$ cat config.mk
export PLATFORM = sky130hd
export DESIGN_NAME = crc_generator
export DESIGN_NICKNAME = d
export VERILOG_FILES = /design/src/hdl/crc_pkg.sv /design/src/hdl/crc_generator.sv
export SDC_FILE = /design/constraint.sdc
export NUM_CORES = 2
export LEC_CHECK = 0
export ABC_AREA = 1
export BUFFER_PORTS_ARGS = -buffer_cell sky130_fd_sc_hd__buf_2
export CORE_ASPECT_RATIO = 2
export CORE_MARGIN = 8
export CORE_UTILIZATION = 43
export CTS_CLUSTER_SIZE = 8
export DETAILED_ROUTE_END_ITERATION = 6
export SLEW_MARGIN = 10
export SYNTH_ARGS = -nofsm -noshare
export SYNTH_HDL_FRONTEND = slang
export SYNTH_SLANG_ARGS = --single-unit
$ cat constraint.sdc
create_clock -name core_clk_i -period 4 [get_ports core_clk_i]
set_input_delay 0.8 -clock core_clk_i [delete_from_list [all_inputs] [get_ports core_clk_i]]
set_output_delay 0.8 -clock core_clk_i [all_outputs]
set_load 0.01 [all_outputs]
$ cat src/hdl/crc_pkg.sv
// package for the programmable crc generator: register map, field positions, bus carriers
// assumes a 32-bit axi4-lite master with 8-bit byte addresses
`default_nettype none
package crc_pkg;
   localparam int ADDR_W = 8;
   // register byte offsets
   localparam logic [7:0] OFS_CONTROL_REG_ONE = 8'h00;
   localparam logic [7:0] OFS_CONTROL_REG_TWO = 8'h04;
   localparam logic [7:0] OFS_POLY_TERMS_LOW = 8'h08;
   localparam logic [7:0] OFS_POLY_TERMS_HIGH = 8'h0c;
   localparam logic [7:0] OFS_FIFO_INPUT_LOW = 8'h10;
   localparam logic [7:0] OFS_FIFO_INPUT_HIGH = 8'h14;
   localparam logic [7:0] OFS_RESULT_LOW = 8'h18;
   localparam logic [7:0] OFS_RESULT_HIGH = 8'h1c;
   // control_reg_one fields
   localparam int MODULE_ENABLE_BIT = 15;
   localparam int COUNT_LSB = 8;
   localparam int FULL_BIT = 7;
   localparam int EMPTY_BIT = 6;
   localparam int IRQ_SEL_BIT = 5;
   localparam int GO_BIT = 4;
   localparam int LSB_FIRST_BIT = 3;
   // control_reg_two fields
   localparam int WIDTH_LSB = 8;
   localparam int LENGTH_LSB = 0;
   // fifo depths per width class
   localparam logic [4:0] DEPTH_WIDE = 5'h04;
   localparam logic [4:0] DEPTH_MID = 5'h08;
   localparam logic [4:0] DEPTH_NARROW = 5'h10;
   localparam int FIFO_SLOTS = 16;
   localparam int BITS_PER_CYCLE = 2;
   localparam logic [1:0] RESP_OKAY = 2'h0;
   localparam logic [1:0] RESP_SLVERR = 2'h2;

   typedef struct packed {
      logic awvalid;
      logic [ADDR_W-1:0] awaddr;
      logic wvalid;
      logic [31:0] wdata;
      logic [3:0] wstrb;
      logic bready;
      logic arvalid;
      logic [ADDR_W-1:0] araddr;
      logic rready;
   } axi_req_s;

   typedef struct packed {
      logic awready;
      logic wready;
      logic bvalid;
      logic [1:0] bresp;
      logic arready;
      logic rvalid;
      logic [31:0] rdata;
      logic [1:0] rresp;
   } axi_rsp_s;
endpackage
`default_nettype wire

$ cat src/hdl/crc_generator.sv
// programmable crc generator with input fifo, two-bit-per-cycle shift engine and axi4-lite slave
// assumes one clock, a synchronous active-low reset and a well-behaved axi4-lite master
// Function
// polynomial order is the five-bit length field plus one, up to 32
// each set term bit enables the xor at its engine position
// the zeroth-order term is always applied
// the highest term of the configured order is always applied
// input word width is the five-bit width field plus one
// fifo depth is 4, 8 or 16 words by width field
// byte-granular input writes, bits above the width ignored
// word count rises when the byte holding the width msb is written
// software writes the low input half before the high half
// while go and words waiting, move one word to the shift buffer
// engine shifts two bits per cycle until the words run out
// full flag at depth, empty flag at zero count
// module enable low empties the fifo and zeroes the count
// software waits one cycle after an input write before reading count
// msb first by default, lsb first when direction bit is one
// direction only orders input bits; remainder stays non-reflected
// irq select zero: interrupt on word count going from one to zero
// irq select one: hardware clears go at finish and interrupts
// software clears the result pair before a fresh computation
// software enables, configures, preloads, sets go, then refills
// remainder is readable in the low and high result registers
// feedback is input bit xor top remainder bit; shift, xor terms
//
// Design decisions made here: register access over AXI4-Lite and the register addresses.
`default_nettype none
module crc_generator (
   input wire logic core_clk_i,
   input wire logic reset_n_i,
   input wire crc_pkg::axi_req_s bus_req_i,
   output crc_pkg::axi_rsp_s bus_rsp_o,
   output logic irq_o
);
   import crc_pkg::*;

   typedef struct packed {
      logic en;
      logic isel;
      logic go;
      logic lsb;
      logic [4:0] width;
      logic [4:0] poly_length_field;
      logic [31:0] terms;
      logic [31:0] inbuf;
      logic [31:0] result;
      logic [FIFO_SLOTS-1:0][31:0] mem;
      logic [3:0] wp;
      logic [3:0] rp;
      logic [4:0] cnt;
      logic busy;
      logic [31:0] sbuf;
      logic [5:0] left;
      logic irq;
      logic aw_got;
      logic [ADDR_W-1:0] awaddr;
      logic w_got;
      logic [31:0] wdata;
      logic [3:0] wstrb;
      axi_rsp_s rsp;
   } state_s;

   state_s st_r;
   state_s st_nxt;

   // fifo depth for the configured width
   function automatic logic [4:0] depth_of(input logic [4:0] w);
      if (w > 5'd15) begin
         return DEPTH_WIDE;
      end else if (w >= 5'd8) begin
         return DEPTH_MID;
      end
      return DEPTH_NARROW;
   endfunction

   // ones in the low (field + 1) bits
   function automatic logic [31:0] low_mask(input logic [4:0] f);
      return 32'hffffffff >> (5'd31 - f);
   endfunction

   // byte-lane merge of a 16-bit register image
   function automatic logic [15:0] merge16(input logic [15:0] old, input logic [31:0] d, input logic [3:0] s);
      logic [15:0] r;
      r = old;
      if (s[0]) begin
         r[7:0] = d[7:0];
      end
      if (s[1]) begin
         r[15:8] = d[15:8];
      end
      return r;
   endfunction

   // one engine step; the implied top term falls out through the order mask
   function automatic logic [31:0] crc_step(input logic [31:0] crc, input logic [31:0] terms,
                                            input logic [4:0] poly_length_field, input logic din);
      logic fb;
      logic [31:0] r;
      fb = din ^ crc[poly_length_field];
      r = crc << 1;
      if (fb) begin
         r = r ^ (terms | 32'h00000001);
      end
      return r & low_mask(poly_length_field);
   endfunction

   // control_reg_one image, flags derived from the count
   function automatic logic [15:0] ctrl1_img(input state_s s);
      logic [15:0] r;
      r = 16'h0000;
      r[MODULE_ENABLE_BIT] = s.en;
      r[COUNT_LSB +: 5] = s.cnt;
      r[FULL_BIT] = (s.cnt == depth_of(s.width));
      r[EMPTY_BIT] = (s.cnt == 5'd0);
      r[IRQ_SEL_BIT] = s.isel;
      r[GO_BIT] = s.go;
      r[LSB_FIRST_BIT] = s.lsb;
      return r;
   endfunction

   // next-state logic: engine first, then bus writes so software wins a same-cycle clash
   always_comb begin
      logic [15:0] m;
      logic [31:0] rd;
      logic rerr;
      logic push;
      logic din;
      m = 16'h0000;
      rd = 32'h00000000;
      rerr = 1'b0;
      push = 1'b0;
      din = 1'b0;
      st_nxt = st_r;
      st_nxt.irq = 1'b0;

      // shift engine: up to two bits per cycle
      if (st_r.busy) begin
         for (int k = 0; k < BITS_PER_CYCLE; k++) begin
            if (st_nxt.left != 6'd0) begin
               if (st_r.lsb) begin
                  din = st_nxt.sbuf[0];
                  st_nxt.sbuf = st_nxt.sbuf >> 1;
               end else begin
                  din = st_nxt.sbuf[st_r.width];
                  st_nxt.sbuf = st_nxt.sbuf << 1;
               end
               st_nxt.result = crc_step(st_nxt.result, st_r.terms, st_r.poly_length_field, din);
               st_nxt.left = st_nxt.left - 6'd1;
            end
         end
         st_nxt.busy = (st_nxt.left != 6'd0);
      end

      // load the next word as soon as the buffer is free, so words run back to back
      if (st_r.go && !st_nxt.busy && st_r.cnt != 5'd0) begin
         st_nxt.sbuf = st_r.mem[st_r.rp];
         st_nxt.rp = st_r.rp + 4'd1;
         st_nxt.cnt = st_r.cnt - 5'd1;
         st_nxt.left = {1'b0, st_r.width} + 6'd1;
         st_nxt.busy = 1'b1;
      end else if (st_r.go && st_r.busy && !st_nxt.busy && st_r.isel) begin
         st_nxt.go = 1'b0;
         st_nxt.irq = 1'b1;
      end

      // write address and data taken independently
      if (bus_req_i.awvalid && st_r.rsp.awready) begin
         st_nxt.aw_got = 1'b1;
         st_nxt.awaddr = bus_req_i.awaddr;
      end
      if (bus_req_i.wvalid && st_r.rsp.wready) begin
         st_nxt.w_got = 1'b1;
         st_nxt.wdata = bus_req_i.wdata;
         st_nxt.wstrb = bus_req_i.wstrb;
      end
      if (st_r.rsp.bvalid && bus_req_i.bready) begin
         st_nxt.rsp.bvalid = 1'b0;
      end

      // register write once both halves are in
      if (st_nxt.aw_got && st_nxt.w_got && !st_r.rsp.bvalid) begin
         st_nxt.aw_got = 1'b0;
         st_nxt.w_got = 1'b0;
         st_nxt.rsp.bvalid = 1'b1;
         st_nxt.rsp.bresp = RESP_OKAY;
         case ({st_nxt.awaddr[ADDR_W-1:2], 2'b00})
            OFS_CONTROL_REG_ONE: begin
               m = merge16(ctrl1_img(st_nxt), st_nxt.wdata, st_nxt.wstrb);
               st_nxt.en = m[MODULE_ENABLE_BIT];
               st_nxt.isel = m[IRQ_SEL_BIT];
               st_nxt.go = m[GO_BIT]; // software clear gives no interrupt
               st_nxt.lsb = m[LSB_FIRST_BIT];
            end
            OFS_CONTROL_REG_TWO: begin
               m = merge16({3'b000, st_r.width, 3'b000, st_r.poly_length_field}, st_nxt.wdata, st_nxt.wstrb);
               st_nxt.width = m[WIDTH_LSB +: 5];
               st_nxt.poly_length_field = m[LENGTH_LSB +: 5];
            end
            OFS_POLY_TERMS_LOW: st_nxt.terms[15:0] = merge16(st_r.terms[15:0], st_nxt.wdata, st_nxt.wstrb);
            OFS_POLY_TERMS_HIGH: st_nxt.terms[31:16] = merge16(st_r.terms[31:16], st_nxt.wdata, st_nxt.wstrb);
            OFS_FIFO_INPUT_LOW: begin
               st_nxt.inbuf[15:0] = merge16(st_r.inbuf[15:0], st_nxt.wdata, st_nxt.wstrb);
               push = (st_r.width < 5'd16) && st_nxt.wstrb[st_r.width[3]];
            end
            OFS_FIFO_INPUT_HIGH: begin
               st_nxt.inbuf[31:16] = merge16(st_r.inbuf[31:16], st_nxt.wdata, st_nxt.wstrb);
               push = (st_r.width >= 5'd16) && st_nxt.wstrb[st_r.width[3]];
            end
            OFS_RESULT_LOW: st_nxt.result[15:0] = merge16(st_nxt.result[15:0], st_nxt.wdata, st_nxt.wstrb);
            OFS_RESULT_HIGH: st_nxt.result[31:16] = merge16(st_nxt.result[31:16], st_nxt.wdata, st_nxt.wstrb);
            default: st_nxt.rsp.bresp = RESP_SLVERR;
         endcase
      end

      // a completed word enters the fifo unless it is full; excess words are dropped
      if (push && st_r.en && st_r.cnt < depth_of(st_r.width)) begin
         st_nxt.mem[st_r.wp] = st_nxt.inbuf & low_mask(st_r.width);
         st_nxt.wp = st_r.wp + 4'd1;
         st_nxt.cnt = st_nxt.cnt + 5'd1;
      end

      // word count draining to zero
      if (!st_r.isel && st_r.en && st_r.cnt == 5'd1 && st_nxt.cnt == 5'd0) begin
         st_nxt.irq = 1'b1;
      end

      // disabled module: fifo, pointers and engine held empty
      if (!st_nxt.en) begin
         st_nxt.cnt = 5'd0;
         st_nxt.wp = 4'h0;
         st_nxt.rp = 4'h0;
         st_nxt.busy = 1'b0;
         st_nxt.left = 6'd0;
         st_nxt.inbuf = 32'h00000000;
      end

      // read channel, answered one cycle after the address is taken
      if (st_r.rsp.rvalid && bus_req_i.rready) begin
         st_nxt.rsp.rvalid = 1'b0;
      end
      if (bus_req_i.arvalid && st_r.rsp.arready) begin
         case ({bus_req_i.araddr[ADDR_W-1:2], 2'b00})
            OFS_CONTROL_REG_ONE: rd = {16'h0000, ctrl1_img(st_r)};
            OFS_CONTROL_REG_TWO: rd = {19'h00000, st_r.width, 3'b000, st_r.poly_length_field};
            OFS_POLY_TERMS_LOW: rd = {16'h0000, st_r.terms[15:0]};
            OFS_POLY_TERMS_HIGH: rd = {16'h0000, st_r.terms[31:16]};
            OFS_FIFO_INPUT_LOW: rd = {16'h0000, st_r.inbuf[15:0]};
            OFS_FIFO_INPUT_HIGH: rd = {16'h0000, st_r.inbuf[31:16]};
            OFS_RESULT_LOW: rd = {16'h0000, st_r.result[15:0]};
            OFS_RESULT_HIGH: rd = {16'h0000, st_r.result[31:16]};
            default: rerr = 1'b1;
         endcase
         st_nxt.rsp.rvalid = 1'b1;
         st_nxt.rsp.rdata = rd;
         st_nxt.rsp.rresp = rerr ? RESP_SLVERR : RESP_OKAY;
      end

      // readies registered from the next state so each output is a flop
      st_nxt.rsp.awready = !st_nxt.aw_got && !st_nxt.rsp.bvalid;
      st_nxt.rsp.wready = !st_nxt.w_got && !st_nxt.rsp.bvalid;
      st_nxt.rsp.arready = !st_nxt.rsp.rvalid;
   end

   // state register
   always_ff @(posedge core_clk_i) begin
      if (!reset_n_i) begin
         st_r <= '0;
      end else begin
         st_r <= st_nxt;
      end
   end

   assign bus_rsp_o = st_r.rsp;
   assign irq_o = st_r.irq;
endmodule
`default_nettype wire

# --- Yosys cells after proc, flatten, opt, wreduce, memory -nomap -nowiden ---
# Index checks and enable logic that the tools add are counted.
totals:
  reg_bits: 762
  elab_cells: 239
  rom_bits: 0
  mem_bits_rw: 0
  latch_bits: 0
  out_inout_bits: 42
  inputBits: 59
  mem_count: 0
op_classes:
  n_mux: 95
  reduce_logical: 48
  multipliers: 0
  shift: 2
  n_eq_ne: 16
  order_cmp: 11
  add_sub_neg: 9
  bitwise: 7
  div: 0
op_table:
  columns: ["operator", "count"]
  rows:
  - ["bitwise mux 512 bit", 1]
  - ["2-to-1 mux 32 bit", 14]
  - ["2-to-1 mux 38 bit", 4]
  - ["binary-select mux 32 bit (select 4 bit)", 1]
  - ["demux 32 bit (select 4 bit)", 1]
  - ["one-hot mux 16 bit (8 select lines)", 1]
  - ["2-to-1 mux 110 bit", 1]
  - ["2-to-1 mux 8 bit", 13]
  - ["bitwise AND 32 bit", 3]
  - ["2-to-1 mux 16 bit", 6]
  - [">> shifter 32 x 5 -> 32 bit, first input constant", 2]
  - ["XOR 32 bit", 2]
  - ["equality test 6 x 3 -> 1 bit, second input constant", 8]
  - ["2-to-1 mux 5 bit", 9]
  - ["2-to-1 mux 44 bit", 1]
  - ["2-to-1 mux 39 bit", 1]
  - ["2-to-1 mux 37 bit", 1]
  - ["2-to-1 mux 35 bit", 1]
  - ["2-to-1 mux 1 bit", 28]
  - ["equality test 6 x 2 -> 1 bit, second input constant", 4]
  - ["logical AND 1 bit", 22]
  - ["AND reduction 3 bit", 7]
  - ["binary-select mux 1 bit (select 5 bit)", 4]
  - ["nonzero test 6 bit", 3]
  - ["33 further kinds", 50]

# --- Longest topological paths before layout ---
depth:
  ltp_word: 26
  depth_mapped: 35
  ltp_nobuf: 32

# --- Least setup slack after synthesis ---
# Ideal clock, no wire load.
synth_timing:
  path_kind: "reg2reg"
  start: "register st_r[753] in the netlist's numbering"
  end: "register st_r[236] in the netlist's numbering"
  arrival_time_ps: 3304
  path_stages_with_launch: 21
  period_less_slack_ps: 3390
  path_buffers: 4
  required_ps: 3914
  setup_ps: 86
  setup_slack_ps: 610
  cell_sequence: "dfxtp_1 > buf_4 > buf_6 > clkbuf_1 > nand3_1 > nand2_1 > nand3b_1 > nand2_1 > ha_1 > nand2_1 > o2111ai_1 > a211oi_1 > o21ai_0 > a2111oi_0 > nand2_1 > inv_1 > nand2_1 > nor2_2 > clkbuf_1 > nor2_1 > a211oi_1"
synth_via:
  elab_chain_len: 6
  elab_cells_between_ends: 19
  cone_classes: "1 x add/sub; 5 x order compare; 1 x shift; 7 x mux; 1 x bitwise; 4 x reduce/logical"
synth_lines:
  columns: ["item", "line", "text"]
  rows:
  - ["start, declared", "crc_generator.sv:64", "state_s st_r;"]
  - ["start signal, assigned", "crc_generator.sv:270", "st_r <= st_nxt;"]
  - ["greater-or-equal comparator 5 x 4 -> 1 bit (tied with other cells)", "crc_generator.sv:71", "end else if (w >= 5'd8) begin"]
  - ["2-to-1 mux 1 bit (tied with other cells)", "crc_generator.sv:71", null]
  - ["2-to-1 mux 1 bit or one-hot mux 1 bit (2 select lines) (tied branches)", "crc_generator.sv:69, crc_generator.sv:187", null]
  - ["2-to-1 mux 5 bit or 2-to-1 mux 1 bit (tied branches)", "crc_generator.sv:74, crc_generator.sv:182", null]
  - ["less-than comparator 5 bit or logical AND 1 bit (tied branches)", "crc_generator.sv:217", "if (push && st_r.en && st_r.cnt < depth_of(st_r.width)) begin"]
  - ["logical AND 1 bit", "crc_generator.sv:217", null]
# Parallel ways exist; a longest one is shown, timed or not.
# A chain may end at the register's enable or synchronous reset.

# --- Final worst setup path ---
layout_timing:
  start: "register st_r[753] in the netlist's numbering"
  end: "register st_r[660] in the netlist's numbering"
layout_via:
  elab_chain_len: 24
  elab_cells_between_ends: 30
  cone_classes: "25 x mux; 5 x bitwise"
layout_lines:
  columns: ["item", "line", "text"]
  rows:
  - ["binary-select mux 1 bit (select 5 bit)", "crc_generator.sv:145", "din = st_nxt.sbuf[st_r.width];"]
  - ["2-to-1 mux 1 bit (implied by the code)", "crc_generator.sv:145", null]
  - ["2-to-1 mux 1 bit", "crc_generator.sv:141", "if (st_r.lsb) begin"]
  - ["2-to-1 mux 1 bit", "crc_generator.sv:140", "if (st_nxt.left != 6'd0) begin"]
  - ["2-to-1 mux 1 bit", "crc_generator.sv:138", "if (st_r.busy) begin"]
  - ["XOR 1 bit", "crc_generator.sv:100", "fb = din ^ crc[poly_length_field];"]
  - ["2-to-1 mux 32 bit", "crc_generator.sv:102", "if (fb) begin"]
  - ["2-to-1 mux 32 bit", "crc_generator.sv:140", null]
  - ["[8 not listed]", null, null]
  - ["2-to-1 mux 32 bit", "crc_generator.sv:140", null]
  - ["2-to-1 mux 32 bit", "crc_generator.sv:138", null]
  - ["bitwise AND 32 bit", "crc_generator.sv:105", "return r & low_mask(poly_length_field);"]
  - ["2-to-1 mux 32 bit (*)", "crc_generator.sv:140", null]
  - ["2-to-1 mux 32 bit (*)", "crc_generator.sv:138", null]
  - ["2-to-1 mux 8 bit", "crc_generator.sv:89", "if (s[1]) begin"]
  - ["2-to-1 mux 16 bit", "crc_generator.sv:187", "case ({st_nxt.awaddr[ADDR_W-1:2], 2'b00})"]
  - ["2-to-1 mux 110 bit (*)", "crc_generator.sv:182", "if (st_nxt.aw_got && st_nxt.w_got && !st_r.rsp.bvalid) begin"]
# Mark *: on every way between the ends. The rest lies on a longest branch, timed or not. The select of a mux whose other input is x is not followed.

==> results.yml <==
status:
  status: "finished clean"
die:
  dieArea_um2: 94720
  die_w_um: 221.7
  rows: 151
  die_height_um: 427.3
  coreArea_um2: 84260
  io_pins: 101
  start_util_pct: 43.17
logic_synthesis:
  synthArstFlopShare_pct: 0
  synthesis.area_um2: 36370
  synthTopCellsByArea: "dfxtp_1 40%, o21ai_0 14%, a21oi_1 8.5%"
  ys_seq_elements: 724
  yosysWarnings: 0
  synthCells: 5246
  synth_top_area_share_pct: 39.85
  syn_area_per_cell_um2: 6.934
  synth_cell_type_count: 56
  yosysSeqAreaShare_pct: 39.85
  synth_top_cell_by_area: "dfxtp_1"
  ys_dominant_reg_cell: "dfxtp_1"
  synth-edff-count: 0
route:
  wire_per_inst_um: 21.57
  ant_nets: 0
  drt_wl_total_um: 135800
  drcViolationCount: 0
  num_vias: 37230
  top_layer: "met5"
  dr_wl_met3_um: 10910
  drtIter0Drc: 3869
  via_per_inst: 5.914
  dr_wl_met2_um: 61890
  wl_met1_um: 55870
  dr.pass1.iters: 6
grt:
  track_usage_pct: 26.92
  overflow: 0
  grt_pass1_vias: 34430
  grt_max_degree: 224
  grt_pass1_wl_um: 203000
  grt_antenna_before_repair: 2
setup_path:
  slowest_stage: "dfxtp_4"
  start_kind: "flop"
  critPathKind: "flop to flop"
  cp.required_ns: 4.53
  critPathMaxStageDelay_ns: 0.40
  endpoint_kind: "flop"
  worstPathMaxFanout: 15
  cpMostUsedCell: "nand2_1"
  cp.arrival_ns: 4.38
layout:
  fin_cells: 6296
  fin_util_pct: 49.61
  layout.cells.most_common_list: "1,044 x o21ai_0, 712 x dfxtp_1, 666 x nand2_1, 620 x a21oi_1, 593 x nor2_1"
  drive_gt1_share_pct: 10.59
  syn_to_final_growth_pct: 14.92
  n_fill_cell: 8443
  nNetsFinal: 5293
  layout_commonest_cell: "o21ai_0"
cts:
  postCtsHoldBufs: 0
  cts_root_buf: "clkbuf_16"
  numCtsBuffers: 100
  cts.path.max_buffers: 3
  cts.sinks: 724
  clk_latency_ns: 0.70
  htree_levels: 3
  clkTransAtPathRegs_ns: 0.05
  cts_tree: "yes"
worst_hold_path:
  hold_class: "primary input to flop"
placed_design:
  hpwl_um: 86630
  numPortBuffers: 60
  gp_congestion: 0.9802
  dp_cells: 6161
timing:
  setup_viol: 0
  fin_skew_ns: 0.03153
  hold_ws_ns: 0.3784
  hold_viol_final: 0
  period_share_pct: 96.01
  fin_setup_tns_ns: 0
  worstMarginPinSlew_ns: 0.9209
  slew_viol_final: 0
  finalCriticalPeriod_ns: 3.840
  max_slew_margin_pct: 38.61
  fmax_mhz: 260.4
power:
  p_leak_nw: 16.99
  irDropWorstVdd_mv: 0.3757
  pwr_density_cell_nw_per_um2: 364.8
run:
  max_cap_viol_count: 0
flip-flops by register name (all words and copies together) (netlist names):
register	count
irq_o	1
bus_rsp_o	23
st_r	700
worst max-delay path, delay by kind of cell, from the launching register on:
| kind | cells | cell delay, ns |
|---|---|---|
| buffers and inverters | 4 | 0.67 |
| AO/OA/AOI/OAI | 2 | 0.19 |
| flip-flops | 1 | 0.40 |
| AND/OR/NAND/NOR | 25 | 2.42 |
logic make-up (layout without fill, tap and decap cells):
kind of cell	count (synthesis)	after routing	share of synthesized area, %
multiplexers	14	14	0.3853
adder cells (fa/ha/maj)	20	20	0.6880
buffers and inverters	836	795	9.408
AO/OA/AOI/OAI	2046	2046	30.77
AND/OR/NAND/NOR	1545	1547	17.45
XOR/XNOR	60	60	1.445
flip-flops	724	724	39.85
other	1	19	0.01031
cell usage after synthesis (all sizes together), types with 30 or more instances:
cell / count
a31oi: 31
a21oi: 627
o22ai: 68
o21ai: 1074
xor2: 30
buf: 98
clkbuf: 376
nand3: 175
dfxtp: 724
nand2: 688
nor2: 617
o2111ai: 31
o221ai: 92
xnor2: 30
o211ai: 41
inv: 358
what timing repair did:
item | in CTS | in global routing
gates cloned | 0 | 8
pin swaps | 0 | 16
setup endpoints to repair | 542 | 579
gates resized for setup | 9 | 55
buffers inserted | 0 | 14
worst paths after layout:
kind | start | slack [ns] | end | depth (start not counted)
max | st_r[753] | 0.16 | st_r[660] | 31
min | bus_req_i[54] | 0.38 | st_r[84] | 3
max reg2reg | st_r[753] | 0.16 | st_r[660] | 31
min reg2reg | bus_rsp_o[5] | 0.46 | bus_rsp_o[5] | 2
where the power goes:
group,internal (mW),total [mW],switching (mW)
clock,4.45,7.61,3.16
combinational,0.0996,0.380,0.280
sequential,7.25,7.25,0.00804
stage by stage:
step | setup WS (ns) | power [mW] | cell area [µm²]
after floorplan | 0.6099 | 7.653 | 36440
after global placement | -0.2030 | 7.758 | 38620
after detailed placement | -0.2563 | 7.763 | 38620
after CTS | 0.03816 | 15.37 | 41290
after global routing | -0.05616 | 15.65 | 41800
final | 0.1597 | 15.25 | 41800
metal layers:
layer,GRT usage [%],up-vias
met5,0,-
met4,14.63,4
li1,-,17750
met3,3.903,364
met1,34.13,17460
met2,43.88,1660
cell type report:
| type | count | area (µm²) | share of cell area, % |
|---|---|---|---|
| clock buffer | 106 | 2556 | 6.115 |
| sequential | 724 | 14520 | 34.75 |
| multi-input combinational | 3705 | 18810 | 44.99 |
| antenna | 1 | 2.502 | 0.005987 |
| timing repair inverter | 1 | 8.758 | 0.02095 |
| tap | 1071 | 1340 | 3.206 |
| inverter | 362 | 1396 | 3.341 |
| clock inverter | 6 | 102.6 | 0.2455 |
| timing repair buffer | 320 | 3062 | 7.325 |
Power figures use the tool's default switching activity.
